[src/hw/mftcc_pkg.sv]
// Constants for the multifunction timer with capture and compare.
// Assumes one 20 MHz clock and a plain word-addressed register port.
//
// Behaviour
// RULE1 - Counter advances on a prescaler tick, divide by 1 up to 128.
// RULE2 - Counter equal to compare-clear value sets the compare-clear request.
// RULE3 - Counter seen at zero sets the zero-detection request.
// RULE4 - Buffered and stopped: buffer write reaches compare-clear at once.
// RULE5 - Buffered and running: buffer moves to compare-clear only at zero.
// RULE6 - Counter cleared by reset, software clear, and up-count compare-clear match.
// RULE7 - Counter counts up only, or up then down.
// RULE8 - Compare channels evaluate on the prescaler tick.
// RULE9 - Six compare channels each set a flag and toggle a pin on match.
// RULE10 - Two compare channels may jointly toggle one output.
// RULE11 - Software presets every compare output level.
// RULE12 - Capture edge latches counter into channel register and sets request.
// RULE13 - Capture edge selectable rise, fall or both; edge direction recorded.
// RULE14 - Capture sampling happens on the counter tick.
// RULE15 - Four capture channels are independent.
// RULE16 - Dead time from a 16-bit timer keeps upper and lower arms apart.
// RULE17 - Dead time also applies in two-channel mode.
// RULE18 - Realtime compare match produces a pulse generator gate.
// RULE19 - Match starts a 16-bit timer; gate holds until the timer stops.
// RULE20 - Emergency stop input forces waveform outputs off.
// RULE21 - Emergency stop or timer underflow raises the generator request.
// RULE22 - Outputs pair 0/1, 2/3, 4/5; even upper, odd lower.
// RULE23 - Zero detection edge drives the converter start trigger.
// RULE24 - Compare-clear and zero-detection requests are separate outputs.
// RULE25 - Upper and lower of a pair are never active together.
package mftcc_pkg;
   localparam int DATA_W = 16;
   localparam int ADDR_W = 5;
   localparam int N_OC = 6;
   localparam int N_IC = 4;
   localparam int N_PAIR = 3;
   localparam int PRESC_W = 7;

   // Register word addresses
   localparam logic [4:0] ADDR_CTRL = 5'h00;
   localparam logic [4:0] ADDR_STAT = 5'h01;
   localparam logic [4:0] ADDR_CCLR = 5'h02;
   localparam logic [4:0] ADDR_COUNT = 5'h03;
   localparam logic [4:0] ADDR_OCR0 = 5'h04;
   localparam logic [4:0] ADDR_OC_CTRL = 5'h0A;
   localparam logic [4:0] ADDR_OC_FLAG = 5'h0B;
   localparam logic [4:0] ADDR_ICR0 = 5'h0C;
   localparam logic [4:0] ADDR_IC_CTRL = 5'h10;
   localparam logic [4:0] ADDR_IC_FLAG = 5'h11;
   localparam logic [4:0] ADDR_WG_CTRL = 5'h12;
   localparam logic [4:0] ADDR_DEAD = 5'h13;
   localparam logic [4:0] ADDR_GATE = 5'h14;

   // Control register fields
   localparam int CTRL_STOP = 0;
   localparam int CTRL_UPDOWN = 1;
   localparam int CTRL_SCLR = 2;
   localparam int CTRL_BUFEN = 3;
   localparam int CTRL_CLK_LSB = 4;
   localparam logic [15:0] CTRL_RESET = 16'h0001;

   // Status register fields
   localparam int STAT_CCLR = 0;
   localparam int STAT_ZERO = 1;
   localparam int STAT_ESTOP = 2;
   localparam int STAT_UFLOW = 3;

   // Compare control fields
   localparam int OC_LEVEL_LSB = 0;
   localparam int OC_PAIR_LSB = 6;

   // Capture status field
   localparam int IC_RISE_LSB = 4;

   // Waveform control fields
   localparam int WG_DT_EN = 0;
   localparam int WG_TWO_CH = 1;
   localparam int WG_GATE_EN = 2;

   localparam logic [15:0] CCLR_RESET = 16'hFFFF;
   localparam logic [15:0] ZERO16 = 16'h0000;
   localparam logic [15:0] ONE16 = 16'h0001;

   typedef enum logic [1:0] {
      MFTCC_EDGE_NONE,
      MFTCC_EDGE_RISE,
      MFTCC_EDGE_FALL,
      MFTCC_EDGE_BOTH
   } mftcc_edge_t;
endpackage : mftcc_pkg

[src/hw/mftcc_top.sv]
// Multifunction timer: free-running counter, six compares, four captures,
// waveform generator with dead time, gate timer and emergency stop.
// Assumes a synchronous word register port; pins arrive asynchronously.
//
// Strobed register access and the placing of the registers were chosen for this implementation.
`timescale 1ns/1ns
`default_nettype none
module mftcc_top (
   input wire logic i_clk,
   input wire logic i_reset_n,
   input wire logic [4:0] i_addr,
   input wire logic [15:0] i_wdata,
   input wire logic i_wr,
   input wire logic i_rd,
   output logic [15:0] o_rdata,
   input wire logic [3:0] i_capture_pin,
   input wire logic i_emergency_stop_input,
   output logic o_realtime_out_u_upper,
   output logic o_realtime_out_x_lower,
   output logic o_realtime_out_v_upper,
   output logic o_realtime_out_y_lower,
   output logic o_realtime_out_w_upper,
   output logic o_realtime_out_z_lower,
   output logic [5:0] o_compare_out,
   output logic o_pulse_generator_gate,
   output logic o_adc_trigger,
   output logic o_irq_compare_clear,
   output logic o_irq_zero,
   output logic [5:0] o_irq_compare,
   output logic [3:0] o_irq_capture,
   output logic o_irq_wavegen
);
   logic [15:0] ctrl_q;
   logic [15:0] cnt_q;
   logic dir_up_q;
   logic [6:0] presc_q;
   logic [15:0] cclr_q;
   logic [15:0] cclr_buf_q;
   logic [3:0] stat_q;
   logic [15:0] ocr_q [0:5];
   logic [5:0] oc_out_q;
   logic [2:0] oc_pair_q;
   logic [5:0] oc_flag_q;
   logic [15:0] icr_q [0:3];
   logic [7:0] ic_sel_q;
   logic [3:0] ic_flag_q;
   logic [3:0] ic_rise_q;
   logic [3:0] cap_s1_q;
   logic [3:0] cap_s2_q;
   logic [3:0] cap_prev_q;
   logic es_s1_q;
   logic es_s2_q;
   logic es_prev_q;
   logic [2:0] wg_ctrl_q;
   logic [15:0] dead_q;
   logic [15:0] gate_rel_q;
   logic [15:0] gate_cnt_q;
   logic [5:0] rto_q;
   logic gate_q;
   logic adc_q;
   logic [15:0] rdata_q;

   logic tick;
   logic [6:0] presc_mask;
   logic running;
   logic zero_ev;
   logic cclr_ev;
   logic [5:0] match;
   logic [5:0] toggle;
   logic [3:0] cap_ev;
   logic es_ev;
   logic gate_uflow;
   logic [5:0] rto_d;
   logic wr_ctrl;
   logic wr_cclr;

   assign running = ~ctrl_q[mftcc_pkg::CTRL_STOP];
   assign presc_mask = 7'((8'h01 << ctrl_q[mftcc_pkg::CTRL_CLK_LSB +: 3]) - 8'h01);
   assign tick = running && ((presc_q & presc_mask) == presc_mask); // RULE1
   assign zero_ev = tick && (cnt_q == mftcc_pkg::ZERO16); // RULE3
   assign cclr_ev = tick && (cnt_q == cclr_q); // RULE2
   assign wr_ctrl = i_wr && (i_addr == mftcc_pkg::ADDR_CTRL);
   assign wr_cclr = i_wr && (i_addr == mftcc_pkg::ADDR_CCLR);
   assign es_ev = es_s2_q && !es_prev_q;
   assign gate_uflow = (gate_cnt_q == mftcc_pkg::ONE16);

   // Control register; software clear bit is self-clearing
   always_ff @(posedge i_clk or negedge i_reset_n) begin
      if (!i_reset_n) begin
         ctrl_q <= mftcc_pkg::CTRL_RESET;
      end else if (wr_ctrl) begin
         ctrl_q <= i_wdata & ~(16'h0001 << mftcc_pkg::CTRL_SCLR);
      end
   end

   // Prescaler
   always_ff @(posedge i_clk or negedge i_reset_n) begin
      if (!i_reset_n) begin
         presc_q <= 7'h00;
      end else if (!running) begin
         presc_q <= 7'h00;
      end else begin
         presc_q <= presc_q + 7'h01; // RULE1
      end
   end

   // Free-running counter
   always_ff @(posedge i_clk or negedge i_reset_n) begin
      if (!i_reset_n) begin
         cnt_q <= mftcc_pkg::ZERO16; // RULE6
         dir_up_q <= 1'b1;
      end else if (wr_ctrl && i_wdata[mftcc_pkg::CTRL_SCLR]) begin
         cnt_q <= mftcc_pkg::ZERO16; // RULE6
         dir_up_q <= 1'b1;
      end else if (tick) begin
         if (!ctrl_q[mftcc_pkg::CTRL_UPDOWN]) begin // RULE7
            dir_up_q <= 1'b1;
            cnt_q <= (cnt_q == cclr_q) ? mftcc_pkg::ZERO16 : cnt_q + mftcc_pkg::ONE16; // RULE6
         end else if (cclr_q == mftcc_pkg::ZERO16) begin
            cnt_q <= mftcc_pkg::ZERO16;
         end else if (dir_up_q) begin
            if (cnt_q == cclr_q) begin
               dir_up_q <= 1'b0;
               cnt_q <= cnt_q - mftcc_pkg::ONE16;
            end else begin
               cnt_q <= cnt_q + mftcc_pkg::ONE16;
            end
         end else if (cnt_q == mftcc_pkg::ZERO16) begin
            dir_up_q <= 1'b1;
            cnt_q <= mftcc_pkg::ONE16;
         end else begin
            cnt_q <= cnt_q - mftcc_pkg::ONE16;
         end
      end
   end

   // Compare-clear value and its buffer
   always_ff @(posedge i_clk or negedge i_reset_n) begin
      if (!i_reset_n) begin
         cclr_q <= mftcc_pkg::CCLR_RESET;
         cclr_buf_q <= mftcc_pkg::CCLR_RESET;
      end else begin
         if (wr_cclr) begin
            cclr_buf_q <= i_wdata;
         end
         if (wr_cclr && (!ctrl_q[mftcc_pkg::CTRL_BUFEN] || !running)) begin
            cclr_q <= i_wdata; // RULE4
         end else if (ctrl_q[mftcc_pkg::CTRL_BUFEN] && zero_ev) begin
            cclr_q <= cclr_buf_q; // RULE5
         end
      end
   end

   // Timer and generator flags; write one clears, set wins
   always_ff @(posedge i_clk or negedge i_reset_n) begin
      if (!i_reset_n) begin
         stat_q <= 4'h0;
      end else begin
         stat_q <= (stat_q & ~((i_wr && i_addr == mftcc_pkg::ADDR_STAT) ? i_wdata[3:0] : 4'h0))
                   | {gate_uflow, es_ev, zero_ev, cclr_ev}; // RULE2 RULE3 RULE21
      end
   end

   // Compare registers
   always_ff @(posedge i_clk or negedge i_reset_n) begin
      if (!i_reset_n) begin
         for (int i = 0; i < mftcc_pkg::N_OC; i++) begin
            ocr_q[i] <= mftcc_pkg::ZERO16;
         end
      end else begin
         for (int i = 0; i < mftcc_pkg::N_OC; i++) begin
            if (i_wr && i_addr == mftcc_pkg::ADDR_OCR0 + 5'(i)) begin
               ocr_q[i] <= i_wdata;
            end
         end
      end
   end

   always_comb begin
      for (int i = 0; i < mftcc_pkg::N_OC; i++) begin
         match[i] = tick && (cnt_q == ocr_q[i]); // RULE8 RULE9
      end
      for (int p = 0; p < mftcc_pkg::N_PAIR; p++) begin
         toggle[2*p] = match[2*p] || (oc_pair_q[p] && match[2*p+1]); // RULE10
         toggle[2*p+1] = match[2*p+1];
      end
   end

   // Compare outputs, pair mode and flags
   always_ff @(posedge i_clk or negedge i_reset_n) begin
      if (!i_reset_n) begin
         oc_out_q <= 6'h00;
         oc_pair_q <= 3'h0;
      end else if (i_wr && i_addr == mftcc_pkg::ADDR_OC_CTRL) begin
         oc_out_q <= i_wdata[mftcc_pkg::OC_LEVEL_LSB +: 6]; // RULE11
         oc_pair_q <= i_wdata[mftcc_pkg::OC_PAIR_LSB +: 3];
      end else begin
         oc_out_q <= oc_out_q ^ toggle; // RULE9
      end
   end

   always_ff @(posedge i_clk or negedge i_reset_n) begin
      if (!i_reset_n) begin
         oc_flag_q <= 6'h00;
      end else begin
         oc_flag_q <= (oc_flag_q & ~((i_wr && i_addr == mftcc_pkg::ADDR_OC_FLAG) ?
                      i_wdata[5:0] : 6'h00)) | match; // RULE9
      end
   end

   // Pin synchronisers
   always_ff @(posedge i_clk or negedge i_reset_n) begin
      if (!i_reset_n) begin
         cap_s1_q <= 4'h0;
         cap_s2_q <= 4'h0;
         es_s1_q <= 1'b0;
         es_s2_q <= 1'b0;
         es_prev_q <= 1'b0;
      end else begin
         cap_s1_q <= i_capture_pin;
         cap_s2_q <= cap_s1_q;
         es_s1_q <= i_emergency_stop_input;
         es_s2_q <= es_s1_q;
         es_prev_q <= es_s2_q;
      end
   end

   // Capture edge detect on the counter tick
   always_comb begin
      for (int c = 0; c < mftcc_pkg::N_IC; c++) begin
         cap_ev[c] = tick && (((cap_s2_q[c] && !cap_prev_q[c]) && ic_sel_q[2*c]) ||
                     ((!cap_s2_q[c] && cap_prev_q[c]) && ic_sel_q[2*c+1])); // RULE13 RULE14
      end
   end

   always_ff @(posedge i_clk or negedge i_reset_n) begin
      if (!i_reset_n) begin
         cap_prev_q <= 4'h0;
      end else if (tick) begin
         cap_prev_q <= cap_s2_q; // RULE14
      end
   end

   always_ff @(posedge i_clk or negedge i_reset_n) begin
      if (!i_reset_n) begin
         ic_sel_q <= 8'h00;
      end else if (i_wr && i_addr == mftcc_pkg::ADDR_IC_CTRL) begin
         ic_sel_q <= i_wdata[7:0]; // RULE13
      end
   end

   // Capture registers, flags and edge direction, each channel alone
   always_ff @(posedge i_clk or negedge i_reset_n) begin
      if (!i_reset_n) begin
         ic_flag_q <= 4'h0;
         ic_rise_q <= 4'h0;
         for (int c = 0; c < mftcc_pkg::N_IC; c++) begin
            icr_q[c] <= mftcc_pkg::ZERO16;
         end
      end else begin
         ic_flag_q <= (ic_flag_q & ~((i_wr && i_addr == mftcc_pkg::ADDR_IC_FLAG) ?
                      i_wdata[3:0] : 4'h0)) | cap_ev; // RULE12
         for (int c = 0; c < mftcc_pkg::N_IC; c++) begin
            if (cap_ev[c]) begin
               icr_q[c] <= cnt_q; // RULE12 RULE15
               ic_rise_q[c] <= cap_s2_q[c]; // RULE13
            end
         end
      end
   end

   // Waveform generator setup
   always_ff @(posedge i_clk or negedge i_reset_n) begin
      if (!i_reset_n) begin
         wg_ctrl_q <= 3'h0;
         dead_q <= mftcc_pkg::ZERO16;
         gate_rel_q <= mftcc_pkg::ZERO16;
      end else if (i_wr) begin
         if (i_addr == mftcc_pkg::ADDR_WG_CTRL) begin
            wg_ctrl_q <= i_wdata[2:0];
         end
         if (i_addr == mftcc_pkg::ADDR_DEAD) begin
            dead_q <= i_wdata;
         end
         if (i_addr == mftcc_pkg::ADDR_GATE) begin
            gate_rel_q <= i_wdata;
         end
      end
   end

   // Gate timer started by the realtime compare on channel 0
   always_ff @(posedge i_clk or negedge i_reset_n) begin
      if (!i_reset_n) begin
         gate_cnt_q <= mftcc_pkg::ZERO16;
         gate_q <= 1'b0;
      end else begin
         if (wg_ctrl_q[mftcc_pkg::WG_GATE_EN] && match[0]) begin
            gate_cnt_q <= gate_rel_q; // RULE19
         end else if (gate_cnt_q != mftcc_pkg::ZERO16) begin
            gate_cnt_q <= gate_cnt_q - mftcc_pkg::ONE16;
         end
         gate_q <= (gate_cnt_q != mftcc_pkg::ZERO16) && !es_s2_q; // RULE18 RULE19 RULE20
      end
   end

   // Dead time per non-overlapping pair
   genvar gp;
   generate
      for (gp = 0; gp < mftcc_pkg::N_PAIR; gp++) begin : g_pair
         logic up_src;
         logic lo_src;
         logic up_prev_q;
         logic lo_prev_q;
         logic rise;
         logic [15:0] dt_q;
         // Two-channel mode takes the lower arm from the odd compare
         assign up_src = oc_out_q[2*gp]; // RULE22
         assign lo_src = wg_ctrl_q[mftcc_pkg::WG_TWO_CH] ? oc_out_q[2*gp+1] : !oc_out_q[2*gp];
         // Arms held off in the very cycle a source rises, before the timer loads
         assign rise = wg_ctrl_q[mftcc_pkg::WG_DT_EN] &&
            ((up_src && !up_prev_q) || (lo_src && !lo_prev_q));
         always_ff @(posedge i_clk or negedge i_reset_n) begin
            if (!i_reset_n) begin
               up_prev_q <= 1'b0;
               lo_prev_q <= 1'b0;
               dt_q <= mftcc_pkg::ZERO16;
            end else begin
               up_prev_q <= up_src;
               lo_prev_q <= lo_src;
               if (rise) begin
                  dt_q <= dead_q; // RULE16 RULE17
               end else if (dt_q != mftcc_pkg::ZERO16) begin
                  dt_q <= dt_q - mftcc_pkg::ONE16;
               end
            end
         end
         always_comb begin
            rto_d[2*gp] = 1'b0;
            rto_d[2*gp+1] = 1'b0;
            if (!stat_q[mftcc_pkg::STAT_ESTOP] && !es_s2_q && !rise &&
                dt_q == mftcc_pkg::ZERO16) begin // RULE20
               rto_d[2*gp] = up_src && !lo_src; // RULE25
               rto_d[2*gp+1] = lo_src && !up_src; // RULE25
            end
         end
      end
   endgenerate

   always_ff @(posedge i_clk or negedge i_reset_n) begin
      if (!i_reset_n) begin
         rto_q <= 6'h00;
         adc_q <= 1'b0;
      end else begin
         rto_q <= rto_d; // RULE16
         adc_q <= zero_ev; // RULE23
      end
   end

   // Register read, data one cycle after the strobe
   always_ff @(posedge i_clk or negedge i_reset_n) begin
      if (!i_reset_n) begin
         rdata_q <= mftcc_pkg::ZERO16;
      end else if (i_rd) begin
         rdata_q <= mftcc_pkg::ZERO16;
         case (i_addr)
            mftcc_pkg::ADDR_CTRL: rdata_q <= ctrl_q;
            mftcc_pkg::ADDR_STAT: rdata_q <= {12'h000, stat_q};
            mftcc_pkg::ADDR_CCLR: rdata_q <= cclr_q;
            mftcc_pkg::ADDR_COUNT: rdata_q <= cnt_q;
            mftcc_pkg::ADDR_OC_CTRL: rdata_q <= {7'h00, oc_pair_q, oc_out_q};
            mftcc_pkg::ADDR_OC_FLAG: rdata_q <= {10'h000, oc_flag_q};
            mftcc_pkg::ADDR_IC_CTRL: rdata_q <= {8'h00, ic_sel_q};
            mftcc_pkg::ADDR_IC_FLAG: rdata_q <= {8'h00, ic_rise_q, ic_flag_q};
            mftcc_pkg::ADDR_WG_CTRL: rdata_q <= {13'h0000, wg_ctrl_q};
            mftcc_pkg::ADDR_DEAD: rdata_q <= dead_q;
            mftcc_pkg::ADDR_GATE: rdata_q <= gate_rel_q;
            default: begin
               if (i_addr >= mftcc_pkg::ADDR_OCR0 && i_addr < mftcc_pkg::ADDR_OC_CTRL) begin
                  rdata_q <= ocr_q[3'(i_addr - mftcc_pkg::ADDR_OCR0)];
               end else if (i_addr >= mftcc_pkg::ADDR_ICR0 &&
                            i_addr < mftcc_pkg::ADDR_IC_CTRL) begin
                  rdata_q <= icr_q[2'(i_addr - mftcc_pkg::ADDR_ICR0)];
               end
            end
         endcase
      end else begin
         rdata_q <= mftcc_pkg::ZERO16;
      end
   end

   assign o_rdata = rdata_q;
   assign o_realtime_out_u_upper = rto_q[0];
   assign o_realtime_out_x_lower = rto_q[1];
   assign o_realtime_out_v_upper = rto_q[2];
   assign o_realtime_out_y_lower = rto_q[3];
   assign o_realtime_out_w_upper = rto_q[4];
   assign o_realtime_out_z_lower = rto_q[5];
   assign o_compare_out = oc_out_q;
   assign o_pulse_generator_gate = gate_q;
   assign o_adc_trigger = adc_q;
   assign o_irq_compare_clear = stat_q[mftcc_pkg::STAT_CCLR]; // RULE24
   assign o_irq_zero = stat_q[mftcc_pkg::STAT_ZERO]; // RULE24
   assign o_irq_compare = oc_flag_q;
   assign o_irq_capture = ic_flag_q;
   assign o_irq_wavegen = stat_q[mftcc_pkg::STAT_ESTOP] | stat_q[mftcc_pkg::STAT_UFLOW]; // RULE21
endmodule : mftcc_top
`default_nettype wire

[config.mk]
export PLATFORM = sky130hd
export DESIGN_NAME = mftcc_top
export DESIGN_NICKNAME = d
export VERILOG_FILES = /design/src/hw/mftcc_pkg.sv /design/src/hw/mftcc_top.sv
export SDC_FILE = /design/constraint.sdc
export NUM_CORES = 1
export LEC_CHECK = 0
export BUFFER_PORTS_ARGS = -buffer_cell sky130_fd_sc_hd__buf_2
export CORE_UTILIZATION = 55
export DETAILED_ROUTE_END_ITERATION = 10
export GPL_TIMING_DRIVEN = 0
export PLACE_DENSITY = 0.82
export SLEW_MARGIN = 15
export SYNTH_ARGS = -nofsm -noshare
export SYNTH_HDL_FRONTEND = slang
export SYNTH_SLANG_ARGS = --single-unit
[constraint.sdc]
create_clock -name i_clk -period 8.51 [get_ports i_clk]
set_clock_uncertainty 0.05 [all_clocks]
set_input_delay 0.4255 -clock i_clk [delete_from_list [all_inputs] [get_ports i_clk]]
set_output_delay 0.4255 -clock i_clk [all_outputs]
set_load 0.05 [all_outputs]
==> results of run 1 <==
## metal layers
metal | track usage [%] | up-vias | share of wire [%]
li1 | - | 7016 | -
met3 | 9.17 | 240 | 10
met2 | 54.7 | 937 | 44
met5 | 0 | - | 0
met1 | 48.6 | 8398 | 39
met4 | 21.1 | 0 | 6.1
## stage by stage
step,total power [uW],hold slack (ps),cells
floorplan,4210,79.9,1862
global placement,4800,286,2437
detailed placement,4900,288,2440
CTS,6900,23.8,2528
global route,7220,48.9,2528
finish,6950,37.4,2529
## path summary, 6_finish.rpt
path                       slack, ps        start                  to  cells after the start
setup / recovery                4040     cnt_q[0]          cclr_q[14]                     12
hold / removal                    40  i_wdata[11]           ocr_q[43]                      2
setup reg to reg                4040     cnt_q[0]          cclr_q[14]                     12
hold reg to reg                  300  cap_s1_q[3]         cap_s2_q[3]                      0
max in group asynchronous       6460    i_reset_n           icr_q[24]                      4
min in group asynchronous        430    i_reset_n  g_pair[1].dt_q[10]                      2
## cell type report
cell class / instances / area [um^2]
antenna: 1 / 2.50
buffer: 130 / 518
clock buffer: 64 / 1260
clock inverter: 18 / 238
fill: 2826 / 13400
inverter: 28 / 105
multi-input combinational: 1294 / 9880
sequential: 410 / 10300
tap: 504 / 631
timing repair buffer: 80 / 508
## registers in the layout (all words and copies together) (netlist names), 7 cells and up
name and cells:
gate_cnt_q 16, o_rdata 16, cclr_buf_q 16, cnt_q 16
dead_q 16, ocr_q 96, presc_q 7, cclr_q 16
ctrl_q 15, ic_sel_q 8, gate_rel_q 16, g_pair.dt_q 48
icr_q 64
## what timing repair did
item	4_1_cts	5_1_grt
resized for setup	0	0
hold endpoints to repair	93	0
hold buffers	6	0
## kinds of logic after synthesis
kind of cell             count (synthesis)
AO/OA/AOI/OAI                          318
XOR/XNOR                               163
adder cells (fa/ha/maj)                  8
buffers and inverters                  158
flip-flops                             410
multiplexers                           304
AND/OR/NAND/NOR                        501
## placed cells by master (no fill, tap or decap), types with 8 or more instances in the layout
master	netlist	layout
o22ai_1	19	19
a22o_1	11	11
a21oi_1	64	64
mux4_2	32	32
nand3b_1	9	9
o31ai_1	14	14
xnor2_1	32	32
mux2_2	240	240
o21ai_0	75	75
xor2_1	131	131
ha_1	8	8
nor2_1	104	104
or4_1	12	12
dfrtp_1	376	376
a22oi_1	35	35
inv_1	28	28
or3_1	22	22
a21o_1	17	17
nand2_1	141	141
a31oi_1	12	12
a221oi_1	28	28
buf_2	12	82
clkbuf_1	101	113
nor2b_1	10	10
buf_1	14	14
nand3_1	45	45
clkbuf_16	0	44
clkbuf_8	0	8
nand2b_1	12	12
nor4_1	44	43
mux2i_1	32	32
dfstp_2	34	34
nand4_1	17	17
nor3_1	46	45
## power by group through the flow
stage / Clock, uW / Combinational [uW] / Sequential [uW]
after floorplan: 0 / 1230 / 2990
after global placement: 0 / 1800 / 3000
after detailed placement: 0 / 1870 / 3030
after CTS: 2000 / 1890 / 3010
after global routing: 2070 / 2070 / 3080
final: 1990 / 1930 / 3040
==> flow_metrics.tcl, run 1 <==
set metrics [dict create \
    status "complete, no violations" \
    ys_seq_elements 410 \
    cp.arrival_ps 4930 \
    synth-compound-area-share_pct 10.1 \
    ys_types 71 \
    max_freq_mhz 224 \
    cpMaxStageDelayCell "or4_1" \
    yosysTopAreaCell "dfrtp_1" \
    place_congestion 1.03 \
    fin_crit_sh_pct 52.5 \
    clk_pin_slew_worst_paths_ps 60 \
    finalSetupViolCount 0 \
    finalSetupTns_ps 0 \
    power.density_nw_per_um2 297 \
    synth_top_family_by_area "multiplexers" \
    hpwl_mm 49.6 \
    period_minus_slack_ps 4470 \
    port_buffers 71 \
    grt_overflow 0 \
    drt_pass1_iterations 8 \
    cap_violations 0 \
    fin_nets 2026 \
    chipHeight_um 196 \
    synth-simple-area-share_pct 12.0 \
    drive_gt1_share_pct 24.1 \
    required_ps 8970 \
    clockRootBuffer "clkbuf_16" \
    synth-adder-area-share_pct 0.481 \
    vias 16591 \
    p_sw_share_pct 36.4 \
    pwr-share-seq_pct 43.7 \
    syn_area_per_cell_um2 11.2 \
    muxShareOfSynthArea_pct 18.0 \
    finalInstanceArea_um2 23400 \
    die_x_um 196 \
    irDropWorstVdd_v 0.000202 \
    clock_sinks 410 \
    cp_num_buf_inv 5 \
    area_delta_synth_final_pct 12.7 \
    relSlewSlack_pct 21.2 \
    ant_nets 0 \
    drtIter0Drc 2171 \
    finalCoreUtilization_pct 63.6 \
    initial_core_util_pct 56.4 \
    wl_per_cell_um 27.3 \
    pwr-share-comb_pct 27.7 \
    hold_violations 0 \
    crit_path_max_fanout 10 \
    cts_buffers 44 \
    place_worst_setup_slack_ps 4280 \
    grt_max_degree 110 \
    drc 0 \
    synthXorXnorAreaFrac_pct 6.86 \
    pwr-share-clk_pct 28.6 \
    min_path_type "primary input to flop" \
    leakage_uw 0.0105 \
    crit_family "simple AND/OR/NAND/NOR gates" \
    synthFlopType "dfrtp_1" \
    grt_use_total_pct 36.5 \
    synth_top_area_share_pct 45.2 \
    post-cts-setup-buffers 0 \
    grt_antenna_before_repair 0 \
    core_area_um2 36900 \
    totalWireLength_mm 69.1 \
    synth_common_cells "dfrtp_1, mux2_2, nand2_1" \
    synthArstFlopShare_pct 100 \
    ys_top_cells_by_area "dfrtp_1, mux2_2, xor2_1, dfstp_2, mux4_2" \
    yosysMostFrequentCell "dfrtp_1" \
    yosysWarnings 0 \
    p_sw_uw 2530 \
    worst_setup_path_end_kind "flop" \
    max_stage_delay_ps 640 \
    htreeDepth 2 \
    ios 73 \
    crit_path_frequent_cell "or4_1" \
    p_int_uw 4420 \
    tightest_slew_ps 1180 \
    clk_latency_ps 600 \
    ys_seq_area_share_pct 49.5 \
    cts.path.max_buffers 3 \
    crit_type "flop to flop" \
    cts_tree "done" \
    synthesis.instances 1862 \
    grt_pass1_wl_mm 104 \
    post_dp_cell_area_um2 21900 \
    cp-start-kind "flop" \
    grt_pass1_vias 16580 \
    dieArea_um2 38600 \
    slew_violations 0 \
    rows 70 \
    setup_slack_ps 4040 \
    rsz0062_at_grt "false" \
    path_cells "clkbuf_1, buf_1, inv_1, ha_1, nor3b_1, nand3_1, or4_1, or4_1, buf_4, buf_6, mux2i_1, a21oi_1" \
    syn-num-nets 1900 \
    netlist_area_um2 20800 \
    synth_edf_count 0 \
    via_per_inst 6.56 \
]
Note: power is estimated with default switching activity, not from simulation.
==> inputs of run 2 (changes only) <==
- PLACE_DENSITY: 0.82 -> 0.85
- clock period: 8.51 -> 3.7 ns (I/O delays scaled with it)
==> run 2 against run 1 <==
  * Combinational power grew 120%
  * Sequential share of layout area is 0.31 points lower
  * Global-route usage fell by 1.1 points
  * Total power is 130% higher
  * Clock power up 130%
  * Die area is the same
==> flow_metrics.tcl, run 2 (same netlist as run 1, synthesis figures left out) <==
set metrics [dict create \
    status "complete, no violations" \
    finalSetupTns_ps 0 \
    drive_gt1_share_pct 24.2 \
    fin_hold_ws_ps 104 \
    cts_buffers 43 \
    grt_max_degree 112 \
    finalSetupViolCount 0 \
    cts.path.max_buffers 3 \
    fin_nets 2040 \
    power.density_nw_per_um2 675 \
    cp.arrival_ps 4070 \
    slew_violations 0 \
    chipHeight_um 196 \
    tightest_slew_ps 1040 \
    clock_sinks 410 \
    fin_crit_sh_pct 99.2 \
    post_dp_cell_area_um2 21900 \
    irDropWorstVdd_v 0.000444 \
    reg_top3 "ocr_q (96), icr_q (64), g_pair.dt_q (48)" \
    worst_setup_path_end_kind "flop" \
    port_buffers 71 \
    final_cell_mix "dfrtp_1, mux2_2, nand2_1, xor2_1, clkbuf_1" \
    reg2reg_from "cnt_q[9]" \
    ios 73 \
    cap_violations 0 \
    setup_slack_ps 28.1 \
    ant_nets 0 \
    crit_type "flop to flop" \
    leakage_uw 0.0106 \
    grt_use_total_pct 35.4 \
    drt_pass1_iterations 6 \
    required_ps 4100 \
    finalInstanceArea_um2 23600 \
    largest_register_ffs 96 \
    rsz0062_at_grt "false" \
    place_congestion 1.03 \
    dieArea_um2 38600 \
    relSlewSlack_pct 30.9 \
    htreeDepth 2 \
    clockRootBuffer "clkbuf_16" \
    clk_latency_ps 560 \
    grt_antenna_before_repair 3 \
    die_x_um 196 \
    hpwl_mm 48.6 \
    grt_overflow 0 \
    final_common_cell "dfrtp_1" \
    vias 16638 \
    regMostFlops "ocr_q" \
    rows 70 \
    area_delta_synth_final_pct 13.6 \
    period_minus_slack_ps 3670 \
    fillers 2868 \
    core_area_um2 36900 \
    power_uw 15900 \
    cts_tree "done" \
    cp-startpoint "cnt_q[9]" \
    grt_pass1_wl_mm 102 \
    max_freq_mhz 272 \
    hold_violations 0 \
    drtIter0Drc 2088 \
    initial_core_util_pct 56.4 \
    crit_path_max_fanout 10 \
    min_path_type "primary input to async pin" \
    via_per_inst 6.56 \
    wl_per_cell_um 26.5 \
    drc 0 \
    place_worst_setup_slack_ps -672 \
    totalWireLength_mm 67.2 \
    grt_pass1_vias 16687 \
    cp-start-kind "flop" \
    clk_pin_slew_worst_paths_ps 60 \
]
run 2: changes by cell type in the layout (fill, tap and decap cells not counted), sizes merged:
| cell | previous run | this run |
|---|---|---|
| clkbuf | 165 | 162 |
| clkinvlp | 3 | 0 |
| inv | 31 | 30 |
| dlygate4sd3 | 6 | 24 |
| clkinv | 8 | 6 |
| buf | 103 | 100 |
| bufinv | 4 | 6 |
run 2: final cells by class:
class | count | area, um^2 | share of cell area (%)
Antenna cell | 1 | 2.50 | 0.0106
Buffer | 126 | 512 | 2.17
Clock buffer | 61 | 1210 | 5.14
Clock inverter | 14 | 230 | 0.975
Inverter | 28 | 105 | 0.445
Multi-Input combinational cell | 1294 | 9900 | 41.9
Sequential cell | 410 | 10300 | 43.6
Tap cell | 504 | 631 | 2.67
Timing Repair Buffer | 99 | 716 | 3.03
run 2: per-stage QoR:
stage	util (%)	instances
5_1_grt	64.0	2536
3_5_place_dp	59.4	2441
4_1_cts	64.0	2538
3_3_place_gp	59.1	2437
6_report	64.0	2537
2_1_floorplan	-	1862
run 2: where the power goes:
group          internal (uW)  switching [uW]  total (uW)
combinational           1820            2500        4310
clock                   2700            1800        4500
sequential              5710            1410        7120
run 2: final timing paths:
kind,end,slack (ps),cells past startpoint
setup / recovery,cnt_q[12],30,10
hold / removal,g_pair[1].dt_q[15],100,2
setup reg to reg,cnt_q[12],30,10
hold reg to reg,es_s2_q,300,0
max in group asynchronous,cap_s2_q[3],2170,4
min in group i_clk,o_rdata[6],130,4
run 2: critical path, stage by stage (launching register included):
cell,delay [ps]
dfrtp_1,320
clkbuf_1,600
xor2_1,160
nor4_1,420
nand4_1,560
and2_1,330
clkbuf_1,190
clkbuf_1,310
a32oi_1,260
o21ai_0,120
a22o_1,240
run 2: repair_timing:
item                                    4_1_cts  5_1_grt
endpoints found under the setup margin       29       17
buffers inserted                              0        0
hold endpoints to repair                    179        0
resized for setup                             8        8
hold buffers                                 24        0
pin swaps                                     0        0
run 2: routing by layer:
metal / wire length (um) / vias up / share of wire [%] / track usage (%)
met5: 0 / - / 0 / 0
met4: 3450 / 0 / 5.1 / 17.4
met3: 7050 / 205 / 10 / 9.21
met2: 30300 / 955 / 45 / 53.9
met1: 26400 / 8446 / 39 / 47.2
li1: - / 7032 / - / -
